--- src/logic/acsr_map.vh ---
// register offsets, field positions and reset values of the status/ident register pair
`ifndef ACSR_MAP_VH
`define ACSR_MAP_VH
`define ACSR_IDX_IDENT 4'h0
`define ACSR_IDX_STATUS 4'h1
`define ACSR_IDX_IRQ_STAT 4'h2
`define ACSR_IDX_IRQ_MASK 4'h3
`define ACSR_IDX_CTRL 4'h4
`define ACSR_ADR_IDENT 8'h00
`define ACSR_ADR_STATUS 8'h04
`define ACSR_ADR_IRQ_STAT 8'h08
`define ACSR_ADR_IRQ_MASK 8'h0C
`define ACSR_ADR_CTRL 8'h10
`define ACSR_BIT_LOCK 15
`define ACSR_BIT_RESYNC 14
`define ACSR_BIT_MAPFLT 13
`define ACSR_BIT_CRCERR 12
`define ACSR_BIT_CRCTYPE 11
`define ACSR_BIT_RSTFLG 10
`define ACSR_STATUS_RST 16'h0500
`define ACSR_WSIZE_RST 2'h1
// arbitrary identification nibble, not tied to any real part
`define ACSR_ID_TOP 4'h6
`define ACSR_ID_CHANS 4'h8
`define ACSR_ID_LOW 8'h5A
`define ACSR_ZERO16 16'h0000
`define ACSR_ZERO32 32'h0000_0000
`endif

--- src/logic/acsr_status_ident_regs.v ---
// status and identification registers with a wishbone slave and an interrupt
// Contract
// - bit 15 shows interface lock, 1 locked, 0 unlocked at reset.
// - bit 14 set on each converter resync, 0 after reset.
// - bit 13 set when register-map crc changes, 0 while unchanged; here it stays 1 until a one is written to bit 13 of irq status.
// - bit 12 set on input crc error, reset value 0.
// - bit 11 shows crc polynomial, 0 ccitt default, 1 ansi.
// - bit 10 reads 1 after reset until cleared.
// - bits 9:8 word size code, 01 after reset; here they mirror i_sample_word_size directly, with no reset value of their own.
// - bits 7:0 new-sample flag per channel, bit n for channel n.
// - ident low byte may hold any value; host must not rely on it.
//
// Our own choice: the Wishbone interface to the registers.
`timescale 1ns/100ps
`default_nettype none
`include "acsr_map.vh"
module acsr_status_ident_regs (
  // clock and reset
  input wire i_clk,
  input wire i_rstn,
  // wishbone slave
  input wire i_wb_cyc,
  input wire i_wb_stb,
  input wire i_wb_we,
  input wire [7:0] i_wb_adr,
  input wire [3:0] i_wb_sel,
  input wire [31:0] i_wb_dat,
  output reg [31:0] o_wb_dat,
  output reg o_wb_ack,
  output wire o_wb_err,
  // core status inputs (same clock domain)
  input wire i_locked,
  input wire i_resync_pulse,
  input wire [15:0] i_map_crc,
  input wire i_crc_err_pulse,
  input wire i_crc_ansi,
  input wire [1:0] i_sample_word_size,
  input wire [7:0] i_new_sample_set,
  input wire [7:0] i_new_sample_clr,
  // interrupt
  output wire o_irq
);

  reg rst_s1_r;
  reg rstn_r;
  always @(posedge i_clk or negedge i_rstn) begin
    if (!i_rstn) begin
      rst_s1_r <= 1'b0;
      rstn_r <= 1'b0;
    end else begin
      rst_s1_r <= 1'b1;
      rstn_r <= rst_s1_r;
    end
  end

  reg resync_r;
  reg mapflt_r;
  reg crcerr_r;
  reg rstflg_r;
  reg [7:0] new_sample_r;
  reg [15:0] crc_prev_r;
  reg crc_seen_r;
  reg [15:0] irq_stat_r;
  reg [15:0] irq_mask_r;
  reg [15:0] ctrl_r;
  wire [15:0] status_w;
  wire [15:0] ident_w;
  wire [15:0] events_w;
  wire crc_changed_w;
  wire req_w;
  wire wr_w;
  wire wr_stat_w;
  wire wr_mask_w;
  wire wr_ctrl_w;
  wire hit_w;

  assign req_w = i_wb_cyc & i_wb_stb & ~o_wb_ack;
  assign wr_w = req_w & i_wb_we & i_wb_sel[0] & i_wb_sel[1];
  // ident and status writes fall through decode untouched
  assign wr_stat_w = wr_w && (i_wb_adr == `ACSR_ADR_IRQ_STAT);
  assign wr_mask_w = wr_w && (i_wb_adr == `ACSR_ADR_IRQ_MASK);
  assign wr_ctrl_w = wr_w && (i_wb_adr == `ACSR_ADR_CTRL);
  assign hit_w = (i_wb_adr == `ACSR_ADR_IDENT) || (i_wb_adr == `ACSR_ADR_STATUS) ||
    (i_wb_adr == `ACSR_ADR_IRQ_STAT) || (i_wb_adr == `ACSR_ADR_IRQ_MASK) ||
    (i_wb_adr == `ACSR_ADR_CTRL);
  assign o_wb_err = 1'b0;

  // first sample after reset is a baseline, not a change
  assign crc_changed_w = crc_seen_r && (i_map_crc != crc_prev_r);
  // ctrl bit 0 write of one clears the reset flag (software acknowledge)
  wire rst_ack_w = wr_ctrl_w & i_wb_dat[0];

  always @(posedge i_clk or negedge rstn_r) begin
    if (!rstn_r) begin
      resync_r <= 1'b0;
      mapflt_r <= 1'b0;
      crcerr_r <= 1'b0;
      rstflg_r <= 1'b1;
      new_sample_r <= 8'h00;
      crc_prev_r <= `ACSR_ZERO16;
      crc_seen_r <= 1'b0;
      ctrl_r <= `ACSR_ZERO16;
    end else begin
      crc_prev_r <= i_map_crc;
      crc_seen_r <= 1'b1;
      // resync, map-fault and crc-error flags are held by hardware; cleared through the irq status word
      if (i_resync_pulse)
        resync_r <= 1'b1;
      else if (wr_stat_w && i_wb_dat[`ACSR_BIT_RESYNC])
        resync_r <= 1'b0;
      if (crc_changed_w)
        mapflt_r <= 1'b1;
      else if (wr_stat_w && i_wb_dat[`ACSR_BIT_MAPFLT])
        mapflt_r <= 1'b0;
      if (i_crc_err_pulse)
        crcerr_r <= 1'b1;
      else if (wr_stat_w && i_wb_dat[`ACSR_BIT_CRCERR])
        crcerr_r <= 1'b0;
      if (rst_ack_w)
        rstflg_r <= 1'b0;
      // set wins over clear per channel
      new_sample_r <= i_new_sample_set | (new_sample_r & ~i_new_sample_clr);
      if (wr_ctrl_w)
        ctrl_r <= `ACSR_ZERO16;
    end
  end

  assign status_w = {i_locked, resync_r, mapflt_r, crcerr_r, i_crc_ansi, rstflg_r,
    i_sample_word_size, new_sample_r};
  // low byte arbitrary; host must mask it
  assign ident_w = {`ACSR_ID_TOP, `ACSR_ID_CHANS, `ACSR_ID_LOW};

  assign events_w = {1'b0, i_resync_pulse, crc_changed_w, i_crc_err_pulse, 4'h0, i_new_sample_set};

  always @(posedge i_clk or negedge rstn_r) begin
    if (!rstn_r) begin
      irq_stat_r <= `ACSR_ZERO16;
      irq_mask_r <= `ACSR_ZERO16;
    end else begin
      // set wins over write-one-clear
      irq_stat_r <= events_w | (irq_stat_r & ~(wr_stat_w ? i_wb_dat[15:0] : `ACSR_ZERO16));
      if (wr_mask_w)
        irq_mask_r <= i_wb_dat[15:0];
    end
  end
  assign o_irq = |(irq_stat_r & irq_mask_r);

  // one wait state: ack one cycle after the request is seen
  always @(posedge i_clk or negedge rstn_r) begin
    if (!rstn_r) begin
      o_wb_ack <= 1'b0;
      o_wb_dat <= `ACSR_ZERO32;
    end else begin
      o_wb_ack <= req_w;
      if (req_w && !i_wb_we) begin
        if (i_wb_adr == `ACSR_ADR_IDENT)
          o_wb_dat <= {`ACSR_ZERO16, ident_w};
        else if (i_wb_adr == `ACSR_ADR_STATUS)
          o_wb_dat <= {`ACSR_ZERO16, status_w};
        else if (i_wb_adr == `ACSR_ADR_IRQ_STAT)
          o_wb_dat <= {`ACSR_ZERO16, irq_stat_r};
        else if (i_wb_adr == `ACSR_ADR_IRQ_MASK)
          o_wb_dat <= {`ACSR_ZERO16, irq_mask_r};
        else if (hit_w)
          o_wb_dat <= {`ACSR_ZERO16, ctrl_r};
        else
          o_wb_dat <= `ACSR_ZERO32;
      end
    end
  end

endmodule
`default_nettype wire

--- config.mk ---
export PLATFORM = sky130hd
export DESIGN_NAME = acsr_status_ident_regs
export DESIGN_NICKNAME = d
export VERILOG_FILES = /design/src/logic/acsr_status_ident_regs.v
export VERILOG_INCLUDE_DIRS = /design/src /design/src/logic
export SDC_FILE = /design/constraint.sdc
export NUM_CORES = 1
export LEC_CHECK = 0
export ABC_AREA = 1
export BUFFER_PORTS_ARGS = -buffer_cell sky130_fd_sc_hd__buf_2
export CORE_MARGIN = 2
export CORE_UTILIZATION = 41
export CTS_CLUSTER_DIAMETER = 200
export DETAILED_ROUTE_END_ITERATION = 7
export PLACE_DENSITY = 0.66
export SLEW_MARGIN = 20
export SYNTH_ARGS = -nofsm -noshare
export SYNTH_HDL_FRONTEND = slang
export SYNTH_SLANG_ARGS = --single-unit
--- constraint.sdc ---
create_clock -name i_clk -period 2.67 [get_ports i_clk]
set_input_delay 0.1335 -clock i_clk [delete_from_list [all_inputs] [get_ports i_clk]]
set_output_delay 0.1335 -clock i_clk [all_outputs]
set_load 0.05 [all_outputs]
=== Word-level counts from Yosys, hierarchy flattened ===
Cells that the tools add are included.

* $add $sub $neg: 0
* Multipliers: 0
* Div/mod/pow operators: 0
* Magnitude comparators: 0
* Equality and inequality tests: 5
* Shifts and indexed selects: 0
* Mux-type cells: 11
* Bitwise operators: 14
* Reductions and logical operators: 14

{| class="wikitable"
|+ Operators by type and width
! kind !! count
|-
| 2-to-1 mux 16 bit || 4
|-
| AND 16 bit || 2
|-
| 2-to-1 mux 32 bit || 1
|-
| equality test 8 x 4 -> 1 bit (second input constant) || 2
|-
| inequality test 16 bit || 1
|-
| inverter 16 bit || 1
|-
| OR 15 x 16 -> 16 bit || 1
|-
| OR reduction 16 bit || 1
|-
| AND 8 bit || 1
|-
| equality test 8 x 3 -> 1 bit (second input constant) || 1
|-
| equality test 8 x 5 -> 1 bit (second input constant) || 1
|-
| logical AND 1 bit || 8
|-
| zero test 8 bit || 1
|-
| inverter 8 bit || 1
|-
| OR 8 bit || 1
|-
| AND 1 bit || 6
|-
| 2-to-1 mux 1 bit || 6
|-
| nonzero test 2 bit || 3
|-
| zero test 1 bit || 1
|-
| inverter 1 bit || 1
|}

* Register bits after elaboration: 96
* Bits in latches: 0
* Bits in writable memories: 0
* Memory bits (read-only): 0
* Input port bits: 87
* Output and inout port bits: 35
* Word-level logic and storage cells: 57
* Memories: 0

=== Depth between registers and ports, before layout ===
Gate-level depths: netlist of run 1.

* Depth in word-level cells: 10
* Depth in mapped cells: 9
* Depth with buffers taken out: 9

=== Least setup slack after synthesis of run 1 ===
OpenSTA, ideal clock, no wires.

* Path kind: flip-flop to flip-flop
* From: register o_wb_ack
* To: register irq_stat_r[10]
* Arrival time: 1382 ps
* Slack: 1171 ps
* Cell stages (with the launch flop): 8
* Buffers on the path: 1
* Clock period less this slack: 1499 ps
* Cell sequence: dfrtp_1 -> nor2_2 -> inv_1 -> nor2_4 -> nand2_4 -> buf_6 -> o21ai_1 -> inv_1

* Longest elaborated chain between the ends: 10

{| class="wikitable"
|+ Ends and longest elaborated chain
! item !! RTL line !! source
|-
| from (decl) || acsr_status_ident_regs.v:29 || <nowiki>output reg o_wb_ack,</nowiki>
|-
| from (signal assigned) || acsr_status_ident_regs.v:154 || <nowiki>o_wb_ack <= req_w;</nowiki>
|-
| inverter 1 bit || acsr_status_ident_regs.v:77 || <nowiki>assign req_w = i_wb_cyc & i_wb_stb & ~o_wb_ack;</nowiki>
|-
| AND 1 bit || acsr_status_ident_regs.v:77 ||
|-
| net req_w || acsr_status_ident_regs.v:70 || <nowiki>wire req_w;</nowiki>
|-
| AND 1 bit (3 in a row) || acsr_status_ident_regs.v:78 || <nowiki>assign wr_w = req_w & i_wb_we & i_wb_sel[0] & i_wb_sel[1];</nowiki>
|-
| logical AND 1 bit || acsr_status_ident_regs.v:80 || <nowiki>assign wr_stat_w = wr_w && (i_wb_adr == `ACSR_ADR_IRQ_STAT);</nowiki>
|-
| 2-to-1 mux 16 bit (no source line) || - ||
|-
| inverter 16 bit || acsr_status_ident_regs.v:141 || <nowiki>irq_stat_r <= events_w | (irq_stat_r & ~(wr_stat_w ? i_wb_dat[15:0] : `ACSR_ZERO16));</nowiki>
|-
| AND 16 bit || acsr_status_ident_regs.v:141 ||
|-
| OR 15 x 16 -> 16 bit || acsr_status_ident_regs.v:141 ||
|-
| to (signal assigned) || acsr_status_ident_regs.v:137 || <nowiki>irq_stat_r <= `ACSR_ZERO16;</nowiki>
|-
| to (signal assigned) || acsr_status_ident_regs.v:141 ||
|-
| to (decl) || acsr_status_ident_regs.v:63 || <nowiki>reg [15:0] irq_stat_r;</nowiki>
|}

The timed path passes the listed nets, and every way through them passes these cells.
A chain may end at the register's enable or synchronous reset.

=== Worst setup path in the final report of run 1 ===
* From: register o_wb_ack
* To: register o_wb_dat[4]

* Longest elaborated chain between the ends: 3

{| class="wikitable"
|+ Ends and longest elaborated chain
! item !! RTL line !! source
|-
| inverter 1 bit || acsr_status_ident_regs.v:77 ||
|-
| AND 1 bit || acsr_status_ident_regs.v:77 ||
|-
| net req_w || acsr_status_ident_regs.v:70 ||
|-
| logical AND 1 bit || acsr_status_ident_regs.v:155 || <nowiki>if (req_w && !i_wb_we) begin</nowiki>
|-
| to (signal assigned) || acsr_status_ident_regs.v:157 || <nowiki>o_wb_dat <= {`ACSR_ZERO16, ident_w};</nowiki>
|-
| to (signal assigned) || acsr_status_ident_regs.v:159 || <nowiki>o_wb_dat <= {`ACSR_ZERO16, status_w};</nowiki>
|-
| to (signal assigned) || acsr_status_ident_regs.v:161 || <nowiki>o_wb_dat <= {`ACSR_ZERO16, irq_stat_r};</nowiki>
|-
| to (decl) || acsr_status_ident_regs.v:28 || <nowiki>output reg [31:0] o_wb_dat,</nowiki>
|}

The timed path passes the listed nets, and every way through them passes these cells.

==> results of run 1 <==
-- kinds of logic after synthesis --
logic type / Yosys count
and+or+nand+nor: 257
buffers and inverters: 106
DFF: 80
AOI/OAI and AO/OA: 47
other: 2
-- worst max path at each step --
stage | startpoint | to | slack [ns]
after floorplan | rstn_r | crc_prev_r[0] | 0.28
after global placement | i_wb_adr[5] | irq_mask_r[9] | 0.96
after detailed placement | i_wb_adr[5] | irq_mask_r[11] | 0.91
after CTS | o_wb_ack | o_wb_dat[6] | 0.96
after global routing | o_wb_ack | o_wb_dat[11] | 0.79
final | o_wb_ack | o_wb_dat[4] | 0.99
-- metal layers --
metal  part of all wire, %  vias up
li1                      -     1721
met1                    42     1552
met2                    49       95
met3                   7.4        9
met4                   1.4        0
met5                     0        -
-- registers in the layout, summed over array words and instances, names as in the netlist, 8 cells and up --
name / flops
irq_stat_r: 16
crc_prev_r: 16
o_wb_dat: 16
new_sample_r: 8
irq_mask_r: 16
-- worst min-delay path, stage by stage --
cell,delay [ns]
buf_2,0.09
nand2_1,0.06
nor2_2,0.05
-- final cells by class --
| cell class | count | area share, % |
|---|---|---|
| multi-input combinational | 323 | 30.1 |
| timing repair buffer | 129 | 17.2 |
| sequential | 80 | 39.5 |
| clock buffer | 10 | 2.51 |
| tap | 133 | 3.27 |
| inverter | 78 | 5.78 |
| clock inverter | 6 | 1.67 |
-- timing repair --
item,4_1_cts,5_1_grt
setup buffers,0,0
gates resized for setup,0,0
hold buffers,41,0
endpoints found under the hold margin,38,0
-- layout by cell type (no fill, tap or decap) --
cell type | netlist | routed
clkbuf_8 | 0 | 9
buf_4 | 19 | 1
nand2_1 | 150 | 150
bufinv_16 | 0 | 2
dfrtp_4 | 0 | 1
nand2_2 | 4 | 4
clkbuf_1 | 0 | 1
nor2_8 | 2 | 2
dlygate4sd3_1 | 0 | 41
o21ai_1 | 13 | 13
clkinvlp_4 | 0 | 2
nand3_1 | 39 | 39
nand3_2 | 1 | 1
dfstp_2 | 1 | 1
nand4_1 | 3 | 3
inv_1 | 72 | 72
nor2_4 | 1 | 1
buf_16 | 0 | 1
o21ai_2 | 23 | 23
dfrtp_1 | 79 | 78
o21ai_0 | 9 | 9
nand2_4 | 1 | 1
buf_2 | 2 | 86
nand3_4 | 2 | 2
conb_1 | 2 | 19
nor2_2 | 2 | 2
nor3_4 | 1 | 1
inv_2 | 5 | 5
clkinv_2 | 1 | 3
a221oi_1 | 2 | 2
nor2_1 | 51 | 51
-- power by group --
| group | internal [uW] | switching, uW |
|---|---|---|
| combinational | 136 | 271 |
| clock | 523 | 453 |
| sequential | 1260 | 31.4 |
| total | 1920 | 755 |
-- stage by stage --
stage	util [%]	total power [uW]
6_report	53.0	2670
5_1_grt	53.0	2800
3_3_place_gp	46.2	1660
4_1_cts	52.7	2700
3_5_place_dp	46.2	1670
2_1_floorplan	-	1570
==> out/metrics.yaml, run 1 <==
critical_path:
  worstPathRequired_ns: 2.93
  cp_num_buf_inv: 2
  path_max_fanout: 13
  r2r_end: "o_wb_dat[4]"
  critPathTopFamily: "simple AND/OR/NAND/NOR gates"
  cp_cell_sequence: "nor2_2 > nand2_2 > inv_2 > o21ai_2 > inv_2 > nand2_1 > nor2_1 > nor2_1"
  crit_type: "reg2reg"
  reg2reg_slack_ns: 0.99
  reg2regPathDepth: 8
  slowest_stage: "dfrtp_1"
  rr_startpoint: "o_wb_ack"
  slowest_delay_ns: 0.40
  arrival_ns: 1.93
  crit_path_end_kind: "flop"
  startpoint_type: "flop"
  cp_num_cells: 8
clock_tree:
  clock_sinks: 80
  cts_buffers: 9
  clkSlewWorstSetupHoldPaths_ns: 0.08
  htree_levels: 3
  tritoncts: "built"
  cts_buffer_depth: 2
  clock_latency_ns: 0.36
  cts-root-buf: "clkbuf_8"
floorplan:
  core_um2: 9590
  die_w_um: 103
  dieArea_um2: 10500
  start_util_pct: 41.6
  fp.dieH_um: 103
  ios: 122
  rows: 36
synthesis:
  synth_compound_area_share_pct: 8.24
  yosysMostFrequentCell: "nand2_1"
  yosysSeqAreaShare_pct: 50.1
  ys_ff_latch: 80
  synthFlopType: "dfrtp_1"
  netlist_top_cells_area: "dfrtp_1, nand2_1, inv_1"
  avgSynthCellArea_um2: 8.12
  synth_fa_ha_area_share_pct: 0
  synth_edf_count: 0
  syn_inst: 492
  yosys-top-cells-count: "nand2_1, dfrtp_1, inv_1, nor2_1, nand3_1"
  yosys_warnings: 0
  synth_area_um2: 4000
  synth.top_cell.area_share_pct: 49.5
  ys_async_sr_fraction_pct: 100
  synth_top_family_by_area: "simple AND/OR/NAND/NOR gates"
  netlist-cell-type-count: 25
  yosysTopAreaCell: "dfrtp_1"
  synthMuxAreaShare_pct: 0
  synth_xor_area_share_pct: 0
  synth_simple_gate_area_share_pct: 28.3
timing:
  fin_crit_sh_pct: 62.8
  finalCriticalPeriod_ns: 1.68
  rsz0062_at_grt: "false"
  setup_viol: 0
  final_max_slew_viol_count: 0
  whs_ns: 0.0155
  fmax_ghz: 0.596
  clock_skew_ns: 0.00615
  tns_ns: 0
  layout_setup_ws_ns: 0.993
  hold_viol_final: 0
placed_design:
  port-buffer-count: 86
  pre_cts_ws_ns: 0.906
  placed_cell_area_um2: 4440
  dp_cells: 701
  dp_hpwl_um: 5970
  globalplace.congestion: 0.818
drt:
  dr_total_vias: 3377
  route.detailed.drc: 0
  ant_nets: 0
  firstDrtPassIters: 4
  wire_per_inst_um: 11.9
  drt_iter0_drc: 228
  via_per_inst: 4.45
  routed_wl_um: 9010
grt:
  use_met1_pct: 21.9
  antenna_found_initial: 0
  grt_usage_pct: 18.3
  met2_usage_pct: 30.9
  grt-ovfl-total: 0
  grt_pass1_vias: 3255
  grt_pass1_wl_um: 14800
  grtUsageMet3_pct: 5.76
  top_usage_layer: "met2"
  grt_max_degree: 79
layout:
  fin_area_um2: 5090
  multiInputGateArea_um2: 1530
  fill_cells: 925
  num_antenna_cells: 0
  drive_above_1_share_pct: 23.6
  seq_area_um2: 2010
  area_growth_syn_to_layout_pct: 27.3
  fin_cells: 759
  nets: 708
worst_hold_path:
  hold_path_depth: 3
  worstHoldEndpoint: "o_wb_ack"
  hold_path.class: "in2reg"
  holdCritStartpoint: "i_wb_stb"
power:
  ir_drop_uv: 253
  p_leak_uw: 0.00281
  p_per_area_nw_per_um2: 525
flow_run:
  cap_violations: 0
outcome:
  status: "finished, final reports clean"
Note: power is estimated with default switching activity, not from simulation.
==> inputs of run 2 (changes only) <==
--- a/config.mk
+++ b/config.mk
@@ -12,7 +12,7 @@
 export CORE_UTILIZATION = 41
 export CTS_CLUSTER_DIAMETER = 200
 export DETAILED_ROUTE_END_ITERATION = 7
-export PLACE_DENSITY = 0.66
+export PLACE_DENSITY = 0.69
 export SLEW_MARGIN = 20
 export SYNTH_ARGS = -nofsm -noshare
 export SYNTH_HDL_FRONTEND = slang
==> constraint.sdc (replaced) <==
create_clock -name i_clk -period 1.5 [get_ports i_clk]
set_input_delay 0.075 -clock i_clk [delete_from_list [all_inputs] [get_ports i_clk]]
set_output_delay 0.075 -clock i_clk [all_outputs]
set_load 0.05 [all_outputs]
==> out/metrics.yaml, run 2 (same netlist as run 1, synthesis figures left out) <==
clock_tree:
  clock_sinks: 80  # unchanged
  cts-root-buf: "clkbuf_8"
  tritoncts: "built"
  clkSlewWorstSetupHoldPaths_ns: 0.08  # about the same
  clock_latency_ns: 0.36  # about the same
  htree_levels: 3  # unchanged
  cts_buffer_depth: 2  # unchanged
  cts_buffers: 9  # unchanged
grt:
  grt_usage_pct: 19.4  # +1.1 points
  grt_max_degree: 33  # -58%
  grt-ovfl-total: 0  # unchanged
  grt_pass1_wl_um: 15800  # +7.3%
  antenna_found_initial: 0  # unchanged
  grt_pass1_vias: 3618  # +11%
layout:
  final_common_cell: "nand2_1"
  final_util_pct: 56.2  # +3.2 points
  num_antenna_cells: 0  # unchanged
  seq_area_um2: 2010  # unchanged
  nets: 740  # +4.5%
  drive_above_1_share_pct: 25.7  # +2.0 points
  fill_cells: 857  # -7.4%
  mostFrequentLayoutCells: "nand2_1, buf_2, dfrtp_1"
  area_growth_syn_to_layout_pct: 35.0
  multiInputGateArea_um2: 1550  # +1.1%
critical_path:
  slowest_delay_ns: 0.39  # about the same
  arrival_ns: 1.40  # -0.53 ns
  cpMostUsedCell: "nand2_1"
  worstPathRequired_ns: 1.42  # -1.51 ns
  path_max_fanout: 2  # -11
  critPathTopFamily: "flip-flops"
  crit_path_end_kind: "output pin"
  startpoint_type: "flop"
  cp_num_buf_inv: 1  # -1
  crit_type: "reg2out"
  cp_cell_sequence: "nand2_1 > nand2_1 > a221oi_2 > nand3_1 > buf_6"
  slowest_stage: "dfrtp_1"
timing:
  final_max_slew_viol_count: 0  # unchanged
  finalCriticalPeriod_ns: 1.48
  fin_crit_sh_pct: 98.6
  fmax_ghz: 0.676
  setup_viol: 0  # unchanged
  rsz0062_at_grt: "true"
  hold_viol_final: 0  # unchanged
  clock_skew_ns: 0.00802  # +0.00187 ns
  whs_ns: 0.00441  # -0.0111 ns
  layout_setup_ws_ns: 0.0210  # -0.972 ns
  tns_ns: 0  # unchanged
power:
  ir_drop_uv: 550  # +120%
  p_leak_uw: 0.00295  # +5.3%
  p_per_area_nw_per_um2: 859  # +64%
placed_design:
  port-buffer-count: 86  # unchanged
  dp_hpwl_um: 6420  # +7.5%
  globalplace.congestion: 0.813  # -0.66%
  pre_cts_ws_ns: 0.134  # -0.773 ns
floorplan:
  start_util_pct: 41.6  # unchanged
  dieArea_um2: 10500  # unchanged
  rows: 36  # unchanged
  ios: 122  # unchanged
  die_w_um: 103  # unchanged
  core_um2: 9590  # unchanged
  fp.dieH_um: 103  # unchanged
flow_run:
  cap_violations: 0  # unchanged
drt:
  top_layer_used: "met4"
  dr_total_vias: 3613  # +7.0%
  routed_wl_um: 9560  # +6.1%
  route.detailed.drc: 0  # unchanged
  drt_iter0_drc: 194  # -15%
  ant_nets: 0  # unchanged
  wire_per_inst_um: 12.1  # +1.8%
  via_per_inst: 4.57  # +2.7%
  dr_wl_met3_um: 763  # +15%
  firstDrtPassIters: 5  # +1
  wl_met2_um: 4640  # +5.5%
  wl_met1_um: 3910  # +2.3%
outcome:
  status: "finished, final reports clean"
worst_hold_path:
  hold_path.class: "in2reg"
run 2: changes by cell type in the layout (fill, tap and decap cells not counted), sizes merged:
cell         previous run  this run
clkinvlp                2         3
dlygate4sd3            41        55
clkbuf                 10        11
buf                    88       106
bufinv                  2         1
clkinv                  3         2
run 2: cell type report:
cell class,instances,share of cell area [%]
Sequential cell,80,37.2
Multi-Input combinational cell,323,28.7
Clock buffer,11,2.44
Clock inverter,5,1.07
Timing Repair Buffer,161,22.0
Inverter,78,5.45
Tap cell,133,3.09
run 2: final timing paths:
| check | start | endpoint | slack (ns) | cells past startpoint |
|---|---|---|---|---|
| worst max-delay path | irq_stat_r[14] | o_irq | 0.02 | 5 |
| worst min-delay path | i_wb_dat[6] | irq_mask_r[6] | 0.004 | 3 |
| worst max register to register | o_wb_ack | irq_stat_r[13] | 0.14 | 6 |
| worst min register to register | rstn_r | crc_prev_r[11] | 0.28 | 0 |
| max in group asynchronous | rstn_r | o_wb_dat[15] | 0.71 | 1 |
| min in group asynchronous | i_rstn | rstn_r | 0.02 | 2 |
run 2: worst register-to-register path: stages (launching register included):
cell and delay (ns):
dfrtp_1 0.38, nor2_2 0.16, inv_1 0.09, nor2_4 0.16
nand2_4 0.20, o21ai_1 0.19, nand2_1 0.07
run 2: metrics by stage:
stage          std cells  cell area (um2)  total power, uW
3_3_place_gp         709             4550             2970
6_report             791             5390             4630
4_1_cts              791             5390             4670
3_5_place_dp         709             4550             2990
5_1_grt              791             5390             4850
2_1_floorplan        509             4060             2800
run 2: power by group:
group          switching (uW)  internal [uW]
combinational             493            278
sequential               60.5           2240
clock                     796            767
run 2: layer usage:
layer | GRT usage (%) | vias to the layer above
met5 | 0 | -
met4 | 9.23 | 0
met3 | 4.54 | 22
met2 | 33.6 | 142
met1 | 22.7 | 1659
li1 | - | 1790
run 2: timing repair:
item | 4_1_cts | 5_1_grt
pin swaps | 3 | 4
setup endpoints to repair | 1 | 1
buffers inserted | 11 | 0
hold buffers | 55 | 0
gates resized for setup | 4 | 2
endpoints found under the hold margin | 50 | 0
